File: config.mk
export PLATFORM = sky130hd
export DESIGN_NAME = input_capture_timer
export DESIGN_NICKNAME = d
export VERILOG_FILES = /design/src/design/capture_pkg.sv /design/src/design/capture_event_gen.sv /design/src/design/input_capture_timer.sv
export VERILOG_INCLUDE_DIRS = /design/src /design/src/design
export SDC_FILE = /design/constraint.sdc
export NUM_CORES = 1
export LEC_CHECK = 0
export BUFFER_PORTS_ARGS = -buffer_cell sky130_fd_sc_hd__buf_2
export CAP_MARGIN = 20
export CORE_UTILIZATION = 39
export CTS_BUF_LIST = sky130_fd_sc_hd__clkbuf_4 sky130_fd_sc_hd__clkbuf_8 sky130_fd_sc_hd__clkbuf_16
export DETAILED_ROUTE_END_ITERATION = 7
export PLACE_DENSITY = 0.57
export SLEW_MARGIN = 5
export SYNTH_ARGS = -nofsm -noshare
export SYNTH_HDL_FRONTEND = slang
export SYNTH_SLANG_ARGS = --single-unit
File: constraint.sdc
create_clock -name mclk -period 5.3 [get_ports mclk]
set_input_delay 0 -clock mclk [delete_from_list [all_inputs] [get_ports mclk]]
set_output_delay 0 -clock mclk [all_outputs]
set_load 0.02 [all_outputs]
File: src/design/capture_regs.svh
/*
 * register offsets, field positions, reset values and codes of the input capture timer.
 * assumes it is included by bare name from the design files; definitions only.
 */
`ifndef CAPTURE_REGS_SVH
`define CAPTURE_REGS_SVH

// ***************************************************************
// register offsets
// ***************************************************************
`define OFS_CONTROL      8'h00
`define OFS_PERIOD       8'h04
`define OFS_COUNT_LO     8'h08
`define OFS_COUNT_HI     8'h0c
`define OFS_CAPTURE      8'h10
`define OFS_STATUS       8'h14
`define OFS_MASK         8'h18
`define OFS_FIFO_STAT    8'h1c

// ***************************************************************
// control fields
// ***************************************************************
`define CTL_MODE_LSB     0
`define CTL_MODE_MSB     3
`define CTL_CAPSEL_BIT   4
`define CTL_WIDE_BIT     5
`define CTL_TRIGSRC_BIT  6
`define CTL_ON_BIT       7
`define CTL_SYNC_LSB     8
`define CTL_SYNC_MSB     12
`define CTL_RESET        32'h0000_1f00
`define PERIOD_RESET     32'hffff_ffff

// ***************************************************************
// status bits, prescale and terminal values
// ***************************************************************
`define ST_CAPTURE_BIT   0
`define ST_OVERFLOW_BIT  1
`define ST_ROLL_BIT      2
`define ST_WIDTH         3
`define PRE4_LAST        4'h3
`define PRE16_LAST       4'hf
`define TERM16           32'h0000_ffff
`define TERM32           32'hffff_ffff
`define MASK16           32'h0000_ffff

`endif

File: src/design/capture_pkg.sv
/*
 * types shared by the input capture timer files.
 * assumes capture_regs.svh holds the numeric constants.
 */
package capture_pkg;

    // capture modes of the mode field
    typedef enum logic [3:0] {
        MODE_EDGE    = 4'b0000,
        MODE_RISE    = 4'b0001,
        MODE_FALL    = 4'b0010,
        MODE_BOTH    = 4'b0011,
        MODE_RISE4   = 4'b0100,
        MODE_RISE16  = 4'b0101
    } cap_mode_e;

    // synchronisation source codes
    typedef enum logic [4:0] {
        SYNC_OWN_TMR = 5'b00000,
        SYNC_OWN     = 5'b00001,
        SYNC_UNIT1   = 5'b00010,
        SYNC_UNIT7   = 5'b01000,
        SYNC_PAD0    = 5'b01001,
        SYNC_PAD2    = 5'b01011,
        SYNC_CELL1   = 5'b10000,
        SYNC_CELL4   = 5'b10011,
        SYNC_CMP1    = 5'b11000,
        SYNC_CMP3    = 5'b11010,
        SYNC_CONV    = 5'b11011,
        SYNC_CHARGE  = 5'b11100,
        SYNC_NONE    = 5'b11111
    } sync_src_e;

endpackage : capture_pkg

File: src/design/capture_event_gen.sv
/*
 * edge detector and rising-edge prescaler that turns the capture input into capture pulses.
 * assumes the input is synchronous to mclk; one pulse at most per cycle.
 */
`timescale 1ns/1ps
`include "capture_regs.svh"

module capture_event_gen (
    input  wire logic       mclk,
    input  wire logic       resetn,
    input  wire logic       enable,
    input  wire logic [3:0] mode,
    input  wire logic       sig_in,
    output logic            cap_pulse
);

    logic       prev_ff;
    logic [3:0] pre_ff;
    logic [3:0] nxt_pre;
    logic       rise;
    logic       fall;
    logic       pre_hit;
    logic [3:0] pre_last;

    // previous input level for edge detection
    always_ff @(posedge mclk or negedge resetn) begin
        if (!resetn) begin
            prev_ff <= 1'b0;
        end else begin
            prev_ff <= sig_in;
        end
    end

    assign rise = sig_in & ~prev_ff;
    assign fall = ~sig_in & prev_ff;

    assign pre_last = (mode == capture_pkg::MODE_RISE16) ? `PRE16_LAST : `PRE4_LAST;
    assign pre_hit  = rise && (pre_ff == pre_last);
    assign nxt_pre  = pre_hit ? 4'h0 : pre_ff + 4'h1;

    // prescaler restarts while disabled so a mode change starts a fresh count
    always_ff @(posedge mclk or negedge resetn) begin
        if (!resetn) begin
            pre_ff <= 4'h0;
        end else if (!enable) begin
            pre_ff <= 4'h0;
        end else if (rise) begin
            pre_ff <= nxt_pre;
        end
    end

    always_comb begin
        cap_pulse = 1'b0;
        if (enable) begin
            case (mode)
                capture_pkg::MODE_EDGE:   cap_pulse = rise | fall;
                capture_pkg::MODE_RISE:   cap_pulse = rise;
                capture_pkg::MODE_FALL:   cap_pulse = fall;
                capture_pkg::MODE_BOTH:   cap_pulse = rise | fall;
                capture_pkg::MODE_RISE4:  cap_pulse = pre_hit;
                capture_pkg::MODE_RISE16: cap_pulse = pre_hit;
                default:                  cap_pulse = 1'b0;
            endcase
        end
    end

endmodule : capture_event_gen

File: src/design/input_capture_timer.sv
/*
 * input capture timer: control registers, dedicated up counter with selectable sync
 * source, capture fifo and a masked interrupt.
 * assumes a single mclk domain, synchronous inputs and a plain one-cycle register port.
 */
// The register addresses and the address-and-strobe port are this design's own decisions.
`timescale 1ns/1ps
`include "capture_regs.svh"

module input_capture_timer #(
    parameter int TIMER_W    = 32,
    parameter int FIFO_DEPTH = 4,
    parameter int PTR_W      = 2
) (
    input  wire logic        mclk,
    input  wire logic        resetn,
    input  wire logic [7:0]  addr,
    input  wire logic [31:0] wdata,
    input  wire logic        wr_stb,
    input  wire logic        rd_stb,
    output logic      [31:0] rdata,
    input  wire logic        capture_pin,
    input  wire logic        internal_trigger,
    input  wire logic [6:0]  capture_unit_sync,
    input  wire logic [2:0]  external_interrupt_pad,
    input  wire logic [3:0]  logic_cell,
    input  wire logic [2:0]  comparator,
    input  wire logic        charge_time_unit,
    input  wire logic        converter_start,
    output logic             sync_out,
    output logic             irq
);

    // ***************************************************************
    // registers
    // ***************************************************************
    logic [31:0]             ctrl_ff;
    logic [31:0]             period_ff;
    logic [TIMER_W-1:0]      count_ff;
    logic [TIMER_W-1:0]      nxt_count;
    logic [TIMER_W-1:0]      shadow_ff;
    logic [31:0]             hi_latch_ff;
    logic [`ST_WIDTH-1:0]    status_ff;
    logic [`ST_WIDTH-1:0]    mask_ff;
    logic [31:0]             rdata_ff;
    logic                    irq_ff;
    logic                    sync_out_ff;
    logic                    tmr_sync_ff;
    logic                    sync_prev_ff;
    logic [31:0]             fifo_mem [FIFO_DEPTH];
    logic [PTR_W-1:0]        wr_ptr_ff;
    logic [PTR_W-1:0]        rd_ptr_ff;
    logic [PTR_W:0]          level_ff;

    logic [3:0]  mode;
    logic        cap_sel;
    logic        wide;
    logic        unit_on;
    logic [4:0]  sync_sel;
    logic        cap_src;
    logic        cap_pulse;
    logic        sync_level;
    logic        sync_hit;
    logic        roll;
    logic [31:0] count_w;
    logic [31:0] term;
    logic [31:0] period_eff;
    logic        full;
    logic        empty;
    logic        push;
    logic        pop;
    logic        overflow;
    logic        wr_ctrl;
    logic        wr_status;
    logic [31:0] cap_word;
    logic [31:0] shadow_w;

    assign mode     = ctrl_ff[`CTL_MODE_MSB:`CTL_MODE_LSB];
    assign cap_sel  = ctrl_ff[`CTL_CAPSEL_BIT];
    assign wide     = ctrl_ff[`CTL_WIDE_BIT];
    assign unit_on  = ctrl_ff[`CTL_ON_BIT];
    assign sync_sel = ctrl_ff[`CTL_SYNC_MSB:`CTL_SYNC_LSB];
    assign wr_ctrl  = wr_stb && (addr == `OFS_CONTROL);
    assign wr_status = wr_stb && (addr == `OFS_STATUS);

    // ***************************************************************
    // control, period and mask registers
    // ***************************************************************
    // control register holds mode, capture select, width, source and sync code
    always_ff @(posedge mclk or negedge resetn) begin
        if (!resetn) begin
            ctrl_ff <= `CTL_RESET;
        end else if (wr_ctrl) begin
            ctrl_ff <= {19'h0, wdata[`CTL_SYNC_MSB:0]};
        end
    end

    // period compare value
    always_ff @(posedge mclk or negedge resetn) begin
        if (!resetn) begin
            period_ff <= `PERIOD_RESET;
        end else if (wr_stb && (addr == `OFS_PERIOD)) begin
            period_ff <= wdata;
        end
    end

    // interrupt mask, same layout as status
    always_ff @(posedge mclk or negedge resetn) begin
        if (!resetn) begin
            mask_ff <= '0;
        end else if (wr_stb && (addr == `OFS_MASK)) begin
            mask_ff <= wdata[`ST_WIDTH-1:0];
        end
    end

    // ***************************************************************
    // sync source selection
    // ***************************************************************
    // sync code decode
    always_comb begin
        sync_level = 1'b0;
        if (sync_sel >= capture_pkg::SYNC_UNIT1 && sync_sel <= capture_pkg::SYNC_UNIT7) begin
            sync_level = capture_unit_sync[3'(sync_sel - capture_pkg::SYNC_UNIT1)];
        end else if (sync_sel >= capture_pkg::SYNC_PAD0 &&
                     sync_sel <= capture_pkg::SYNC_PAD2) begin
            sync_level = external_interrupt_pad[2'(sync_sel - capture_pkg::SYNC_PAD0)];
        end else if (sync_sel >= capture_pkg::SYNC_CELL1 &&
                     sync_sel <= capture_pkg::SYNC_CELL4) begin
            sync_level = logic_cell[2'(sync_sel - capture_pkg::SYNC_CELL1)];
        end else if (sync_sel >= capture_pkg::SYNC_CMP1 &&
                     sync_sel <= capture_pkg::SYNC_CMP3) begin
            sync_level = comparator[2'(sync_sel - capture_pkg::SYNC_CMP1)];
        end else begin
            case (sync_sel)
                capture_pkg::SYNC_OWN_TMR: sync_level = tmr_sync_ff;
                capture_pkg::SYNC_OWN:     sync_level = sync_out_ff;
                capture_pkg::SYNC_CONV:    sync_level = converter_start;
                capture_pkg::SYNC_CHARGE:  sync_level = charge_time_unit;
                default:                   sync_level = 1'b0; // reserved and none
            endcase
        end
    end

    // only the rising edge resets the timer, so a long trigger level holds no reset
    always_ff @(posedge mclk or negedge resetn) begin
        if (!resetn) begin
            sync_prev_ff <= 1'b0;
        end else begin
            sync_prev_ff <= sync_level;
        end
    end

    assign sync_hit = sync_level & ~sync_prev_ff;

    // ***************************************************************
    // dedicated capture timer
    // ***************************************************************
    assign count_w    = 32'(count_ff);
    assign term       = wide ? `TERM32 : `TERM16;
    assign period_eff = wide ? period_ff : (period_ff & `MASK16);
    // rollover on period match or terminal value
    assign roll       = (count_w == period_eff) || (count_w == term);

    // synchronous up count, 16 or 32 bits
    always_comb begin
        if (!unit_on) begin
            nxt_count = '0;
        end else if (sync_hit || roll) begin
            nxt_count = '0;
        end else begin
            nxt_count = count_ff + TIMER_W'(1);
        end
    end

    always_ff @(posedge mclk or negedge resetn) begin
        if (!resetn) begin
            count_ff <= '0;
        end else begin
            count_ff <= nxt_count;
        end
    end

    // own sync outputs pulse on rollover; sync_out also pulses on a sync hit
    always_ff @(posedge mclk or negedge resetn) begin
        if (!resetn) begin
            tmr_sync_ff <= 1'b0;
            sync_out_ff <= 1'b0;
        end else begin
            tmr_sync_ff <= unit_on && roll;
            sync_out_ff <= unit_on && (roll || sync_hit);
        end
    end

    // sync stage delays the readable count by one cycle
    always_ff @(posedge mclk or negedge resetn) begin
        if (!resetn) begin
            shadow_ff <= '0;
        end else begin
            shadow_ff <= count_ff;
        end
    end

    assign shadow_w = 32'(shadow_ff);

    // ***************************************************************
    // capture event and fifo
    // ***************************************************************
    // pin or internal trigger
    assign cap_src = ctrl_ff[`CTL_TRIGSRC_BIT] ? internal_trigger : capture_pin;

    // capture select gates the capture path
    capture_event_gen u_event (
        .mclk      (mclk),
        .resetn    (resetn),
        .enable    (unit_on && cap_sel),
        .mode      (mode),
        .sig_in    (cap_src),
        .cap_pulse (cap_pulse)
    );

    assign full     = (level_ff == (PTR_W+1)'(FIFO_DEPTH));
    assign empty    = (level_ff == '0);
    assign pop      = rd_stb && (addr == `OFS_CAPTURE) && !empty;
    // a pop in the same cycle frees the slot for the new capture
    assign push     = cap_pulse && (!full || pop);
    assign overflow = cap_pulse && full && !pop;
    // 16-bit captures store the low half only
    assign cap_word = wide ? count_w : (count_w & `MASK16);

    always_ff @(posedge mclk) begin
        if (push) begin
            fifo_mem[wr_ptr_ff] <= cap_word;
        end
    end

    // pointers and level; a full fifo drops the newest capture
    always_ff @(posedge mclk or negedge resetn) begin
        if (!resetn) begin
            wr_ptr_ff <= '0;
            rd_ptr_ff <= '0;
            level_ff  <= '0;
        end else begin
            if (push) begin
                wr_ptr_ff <= (wr_ptr_ff == PTR_W'(FIFO_DEPTH-1)) ? '0 : wr_ptr_ff + PTR_W'(1);
            end
            if (pop) begin
                rd_ptr_ff <= (rd_ptr_ff == PTR_W'(FIFO_DEPTH-1)) ? '0 : rd_ptr_ff + PTR_W'(1);
            end
            level_ff <= level_ff + (PTR_W+1)'(push) - (PTR_W+1)'(pop);
        end
    end

    // ***************************************************************
    // status and interrupt
    // ***************************************************************
    // sticky events; a new event wins over a same-cycle write-one clear
    always_ff @(posedge mclk or negedge resetn) begin
        if (!resetn) begin
            status_ff <= '0;
        end else begin
            status_ff <= (status_ff & ~(wr_status ? wdata[`ST_WIDTH-1:0] : '0))
                       | {unit_on && roll, overflow, push};
        end
    end

    always_ff @(posedge mclk or negedge resetn) begin
        if (!resetn) begin
            irq_ff <= 1'b0;
        end else begin
            irq_ff <= |(status_ff & mask_ff);
        end
    end

    // ***************************************************************
    // read port
    // ***************************************************************
    // low count read latches the high half so a 32-bit pair reads coherently
    always_ff @(posedge mclk or negedge resetn) begin
        if (!resetn) begin
            hi_latch_ff <= '0;
        end else if (rd_stb && (addr == `OFS_COUNT_LO)) begin
            hi_latch_ff <= {16'h0, shadow_w[31:16]};
        end
    end

    always_ff @(posedge mclk or negedge resetn) begin
        if (!resetn) begin
            rdata_ff <= '0;
        end else if (rd_stb) begin
            case (addr)
                `OFS_CONTROL:   rdata_ff <= ctrl_ff;
                `OFS_PERIOD:    rdata_ff <= period_ff;
                `OFS_COUNT_LO:  rdata_ff <= {16'h0, shadow_w[15:0]};
                `OFS_COUNT_HI:  rdata_ff <= hi_latch_ff;
                `OFS_CAPTURE:   rdata_ff <= empty ? 32'h0 : fifo_mem[rd_ptr_ff];
                `OFS_STATUS:    rdata_ff <= 32'(status_ff);
                `OFS_MASK:      rdata_ff <= 32'(mask_ff);
                `OFS_FIFO_STAT: rdata_ff <= {full, 28'h0, level_ff};
                default:        rdata_ff <= 32'h0;
            endcase
        end else begin
            rdata_ff <= 32'h0;
        end
    end

    assign rdata    = rdata_ff;
    assign irq      = irq_ff;
    assign sync_out = sync_out_ff;

endmodule : input_capture_timer

# After elaboration in Yosys (flattened, before gate mapping)

Memory sizes are Yosys's and may differ from the RTL's.
Index checks and enable logic that the tools add are counted.

Register bits after elaboration: 179
Bits in writable memories: 128
Input bits: 65
Output and inout bits: 34
Word-level logic and storage cells: 137
Memories: 1

$add $sub $neg: 10
$lt $le $gt $ge: 12
Equality and inequality tests: 22
Muxes and demuxes: 33
Bitwise operators: 11
Reduce and logical (&&, ||, !) cells: 31

Memories:

| memory   | depth | width | read ports | clocked after memory_dff | wr ports | line                      | source |
|---|---|---|---|---|---|---|---|
| fifo_mem | 4     | 32    | 1          | 0                        | 1        | input_capture_timer.sv:50 | `logic [31:0] fifo_mem [FIFO_DEPTH];` |

Operators by type and width:

| operator                | count |
|---|---|
| $pmux W32 S8            | 1 |
| $mux W32                | 7 |
| $eq A32 B32 Y1          | 2 |
| $add A32 B1 Y32 const B | 1 |
| $eq A8 B5 Y1 const B    | 4 |
| $logic_and A1 B1 Y1     | 18 |
| $eq A8 B4 Y1 const B    | 2 |
| $mux W4                 | 4 |
| $mux W1                 | 12 |
| $eq A5 B5 Y1 const B    | 2 |
| $ge A5 B5 Y1 const B    | 2 |
| $le A5 B4 Y1 const B    | 2 |
| $le A5 B5 Y1 const B    | 2 |
| $lt A2 B3 Y1 const B    | 3 |
| $eq A4 B2 Y1 const B    | 2 |
| $eq A4 B3 Y1 const B    | 2 |
| $eq A8 B3 Y1 const B    | 1 |
| $logic_not A8 Y1        | 1 |
| $pmux W1 S4             | 2 |
| $and A3 B3 Y3           | 2 |
| $bmux W1 S2             | 3 |
| $sub A2 B1 Y2 const B   | 3 |
| $eq A5 B1 Y1 const B    | 1 |
| $ge A5 B2 Y1 const B    | 1 |
| 27 further kinds        | 39 |

# Depth between registers and ports, before layout

Depth in word-level cells: 11
Gate-level depth with buffers: 16
Gate-level depth less buffers: 15

# Hierarchy

From an unflattened synthesis, not the netlist that was laid out.

Cell total of the unflattened synthesis: 930
Area, all modules: 13,460.4 µm²

Modules (own cells, without submodules):

| module              | times used | cells each | area an instance (µm²) |
|---|---|---|---|
| input_capture_timer | 1          | 891        | 13,110.1 |
| capture_event_gen   | 1          | 39         | 350.3 |

# Least setup slack after synthesis

OpenSTA, ideal clock, no wires.

Kind: register to register
From: register ctrl_ff[6]
To: register level_ff[2]
Setup time: 0.123 ns
Arrival: 2.754 ns
Data required time: 5.177 ns
Path slack: 2.422 ns
Stages on the path, launching flop included: 17
Buffers on the path: 1
Clock period less this slack: 2.878 ns
Path through: dfrtp_1 -> mux2i_1 -> ha_1 -> nand2_1 -> o21ai_0 -> a211oi_1 -> o21a_1 -> nor2b_1 -> buf_2 -> inv_1 -> ha_1 -> inv_1 -> ha_1 -> inv_1 -> fa_1 -> xnor2_1 -> xnor2_1

Word-level cells in the longest chain between the ends: 9
Elaborated cells between the ends (all ways): 11
Classes of those cells: add/sub: 2; mux: 3; bitwise: 4; reduce/logical: 2

Ends and longest elaborated chain:

| item                     | line                                             | source |
|---|---|---|
| start: declaration       | input_capture_timer.sv:37                        | `logic [31:0] ctrl_ff;` |
| start signal: assignment | input_capture_timer.sv:92                        | `` ctrl_ff <= `CTL_RESET; `` |
| start signal: assignment | input_capture_timer.sv:94                        | `` ctrl_ff <= {19'h0, wdata[`CTL_SYNC_MSB:0]}; `` |
| $mux W1 (*)              | input_capture_timer.sv:209                       | `` assign cap_src = ctrl_ff[`CTL_TRIGSRC_BIT] ? internal_trigger : capture_pin; `` |
| $not A1 Y1               | capture_event_gen.sv:35                          | `assign fall = ~sig_in & prev_ff;` |
| $and A1 B1 Y1            | capture_event_gen.sv:35                          |  |
| $or A1 B1 Y1             | capture_event_gen.sv:56, capture_event_gen.sv:59 |  |
| $pmux W1 S4 (*)          | capture_event_gen.sv:55                          | `case (mode)` |
| $mux W1 (*)              | capture_event_gen.sv:54                          | `if (enable) begin` |
| $logic_and A1 B1 Y1 (*)  | input_capture_timer.sv:225                       | `assign push = cap_pulse && (!full \|\| pop);` |
| $add A3 B1 Y3 (*)        | input_capture_timer.sv:249                       | `level_ff <= level_ff + (PTR_W+1)'(push) - (PTR_W+1)'(pop);` |
| $sub A3 B1 Y3 (*)        | input_capture_timer.sv:249                       |  |
| end signal: assignment   | input_capture_timer.sv:249                       |  |
| end: declaration         | input_capture_timer.sv:53                        | `logic [PTR_W:0] level_ff;` |

Mark *: on every way between the ends. The rest lies on a longest branch, timed or not.
A chain may end at the register's enable or synchronous reset.

# Final worst setup path

From: register ctrl_ff[6]
To: register level_ff[2]

Word-level cells in the longest chain between the ends: 9
Elaborated cells between the ends (all ways): 11
Classes of those cells: add/sub: 2; mux: 3; bitwise: 4; reduce/logical: 2

Ends and longest elaborated chain:

| item                    | line                                             | source |
|---|---|---|
| $mux W1 (*)             | input_capture_timer.sv:209                       |  |
| via cap_src             | input_capture_timer.sv:60                        | `logic cap_src;` |
| $not A1 Y1              | capture_event_gen.sv:35                          |  |
| $and A1 B1 Y1           | capture_event_gen.sv:35                          |  |
| $or A1 B1 Y1            | capture_event_gen.sv:56, capture_event_gen.sv:59 |  |
| $pmux W1 S4 (*)         | capture_event_gen.sv:55                          |  |
| $mux W1 (*)             | capture_event_gen.sv:54                          |  |
| $logic_and A1 B1 Y1 (*) | input_capture_timer.sv:225                       |  |
| $add A3 B1 Y3 (*)       | input_capture_timer.sv:249                       |  |
| $sub A3 B1 Y3 (*)       | input_capture_timer.sv:249                       |  |

Mark *: on every way through the listed nets, which the timed path passes. The rest lies on a longest branch.

==> impl_metrics.csv <==
group,metric,value,unit
synth,synthTopCellsByArea,"edfxtp_1, dfrtp_1, dfstp_2, mux4_2, mux2_2",
timing,skew,17.1,ps
clock_tree,cts-htree-levels,2,
critical_path,arrival,4410,ps
routing,wl_per_cell,20.9,µm
critical_path,crit_chain,"mux2i_1 > dlygate4sd3_1 > inv_1 > ha_1 > nand2_1 > nor4b_1 > o21a_1 > nor2b_1 > inv_1 > ha_1 > inv_1 > ha_1 > inv_1 > fa_1 > xnor2_1 > xnor2_1",
critical_path,path_buf_inv,5,
synth,synth_cell_type_count,68,
critical_path,cp_top_family,"adder cells",
power_and_ir_drop,power.total,5.35,mW
synth,netlist_instances,972,
synth,syn_area,13500,µm²
place,dp.cells,1485,
timing,worstMarginPinSlew,1020,ps
place,gp_congestion,0.861,
clock_tree,clock-sinks,307,
die,die_w,188,µm
synth,synth-warning-count,0,
global_route,overflow,0,
synth,synth_edf_count,128,
final_layout,fin_nets,1212,
clock_tree,clk_path_buf_depth,3,
synth,synthFlopType,"dfrtp_1",
power_and_ir_drop,ir_drop,0.196,mV
final_layout,fin_util,0.476,
timing,max_freq,0.249,GHz
synth,seq_area_frac_synth,0.621,
clock_tree,clock_latency,520,ps
synth,synth-seq-cells,307,
timing,rsz0062_at_grt,"no",
timing,finalSetupViolCount,0,
final_layout,layout-drive-gt1-share,0.263,
place,pre_cts_ws,1790,ps
timing,hold_ws,26.1,ps
critical_path,worstPathRequired,5700,ps
clock_tree,cts-root-buf,"clkbuf_16",
critical_path,crit_fanout,8,
global_route,antenna_found_initial,0,
place,dpl_cell_area,14400,µm²
critical_path,cp-start-kind,"register",
routing,via_per_inst,5.41,
global_route,grt_pass1_wl,52600,µm
final_layout,final_cells,1589,
routing,ant_nets,0,
synth,yosys.area.top_type,"edfxtp_1",
synth,syn_nets,1071,
die,initial_core_util,0.399,
place,dp_hpwl,21100,µm
clock_tree,cts_buffers,36,
critical_path,crit_type,"reg2reg",
clock_tree,clkSlewWorstSetupHoldPaths,60,ps
synth,syn_avg_cell_area,13.9,µm²
status,outcome,"complete, no violations",
power_and_ir_drop,power.density,333,nW/µm²
routing,drc_errors,0,
routing,dr.pass1.iters,5,
global_route,grt_usage,0.194,
routing,dr.first_iter.drc_count,472,
die,boundaryPins,99,
timing,worst_slack,1280,ps
synth,netlist.area_leader.share,0.285,
die,die_height,188,µm
critical_path,cp_slowest_cell,"dlygate4sd3_1",
timing,drv_slew,0,
timing,finalWorstPathRequiredPeriod,4020,ps
routing,num_vias,8597,
global_route,grt_max_degree,92,
die,dieArea,35300,µm²
final_layout,diodes,0,
place,numPortBuffers,98,
critical_path,endpoint_kind,"register",
synth,async_flop_share,0.583,
min_path,hold_path.class,"in2reg",
final_layout,fin_area,16100,µm²
die,fp-row-count,67,
routing,drt-total-wl,33200,µm
critical_path,worst_path_most_repeated_cell,"inv_1",
global_route,grt_pass1_vias,8824,
die,core_region_area,33800,µm²
timing,fin_tns_setup,0,ps
timing,hold_viol_final,0,
clock_tree,cts_tree,"done",
critical_path,critPathMaxStageDelay,590,ps
power_and_ir_drop,p_leak,6.67,nW
job,drv_cap,0,
final_layout,area_delta_synth_final,19.3,%
timing,relSlewSlack,0.322,
timing,fin_crit_sh,0.758,
## cell families after synthesis
| logic type | share of synthesized area |
|---|---|
| XOR/XNOR | 0.0351 |
| flip-flops | 0.621 |
| multiplexers | 0.125 |
| AND/OR/NAND/NOR | 0.0983 |
| adder cells (fa/ha/maj) | 0.0321 |
| buffers and inverters | 0.0250 |
| AO/OA/AOI/OAI | 0.0635 |
## registers in the layout, summed over array words and instances (netlist names), 2 cells and up
register,flops
status_ff,3
shadow_ff,32
period_ff,32
count_ff,32
hi_latch_ff,16
wr_ptr_ff,2
u_event.pre_ff,4
mask_ff,3
level_ff,3
rdata,32
rd_ptr_ff,2
ctrl_ff,13
fifo_mem,128
## Yosys cell counts, drive strengths merged, types with 6 or more instances
cell	n
and2	7
nor4	23
xnor2	18
ha	33
mux4	34
edfxtp	128
clkbuf	25
o21ai	9
dfstp	37
dfrtp	142
nand3	17
a22oi	47
a31oi	16
nor3	41
inv	29
nand2	76
buf	26
xor2	36
mux2	72
nor2b	6
nor2	47
mux2i	10
a21oi	16
nand4	7
## tightest hold or removal path, cell delays in order
cell and delay [ps]:
buf_2 240, nand4_1 130, a31oi_1 100
## path summary, 6_finish.rpt
kind / to / from / slack (ps) / cells past startpoint
setup reg to reg: level_ff[2]$_DFF_PN0_ / ctrl_ff[6]$_DFFE_PN0P_ / 1280 / 16
hold / removal: rdata[0]$_DFF_PN0_ / addr[2] / 30 / 3
hold reg to reg: hi_latch_ff[12]$_DFFE_PN0P_ / shadow_ff[28]$_DFF_PN0_ / 470 / 1
max in group asynchronous: rdata[13]$_DFF_PN0_ / resetn / 3810 / 3
min in group asynchronous: level_ff[2]$_DFF_PN0_ / resetn / 130 / 2
setup / recovery: level_ff[2]$_DFF_PN0_ / ctrl_ff[6]$_DFFE_PN0P_ / 1280 / 16
## cells in the final DEF (no fill, tap or decap), drive strengths merged, types with 6 or more instances in the layout
| master | count |
|---|---|
| nor2b | 6 |
| dfrtp | 142 |
| nand4 | 7 |
| edfxtp | 128 |
| clkbuf | 46 |
| a31oi | 16 |
| nor3 | 41 |
| mux4 | 34 |
| inv | 32 |
| a21oi | 16 |
| buf | 115 |
| and2 | 7 |
| o21ai | 9 |
| mux2 | 72 |
| nor2 | 47 |
| xnor2 | 18 |
| nor4 | 23 |
| dlygate4sd3 | 38 |
| clkinv | 11 |
| nand3 | 17 |
| xor2 | 36 |
| ha | 33 |
| a22oi | 47 |
| dfstp | 37 |
| nand2 | 76 |
| mux2i | 10 |
## repair_timing
action,in CTS,in global routing
endpoints found under the hold margin,138,0
buffers inserted,0,0
resized for setup,0,0
hold buffers,38,0
## power breakdown
group	internal, mW	switching, mW	leakage [nW]
Combinational	0.103	0.162	2.51
Sequential	2.50	0.0361	3.56
Clock	1.56	0.985	0.611
Total	4.16	1.18	6.67
## layout make-up
type                       count  area, µm²
clock inverter                21        234
multi-input combinational    585       4770
clock buffer                  45       1010
inverter                      29        109
fill                        2976      17700
tap                          448        561
sequential                   307       8370
timing repair buffer         154       1010
## routing by layer
layer  global-route usage  vias to the layer above  wire length [µm]
met5               0.0137                        -                71
met3               0.0329                       57              1780
met1                0.273                     4365             15100
li1                     -                     3911                 -
met2                0.311                      262             15600
met4               0.0494                        2               639
No activity file was read; power rests on OpenSTA's default activity.
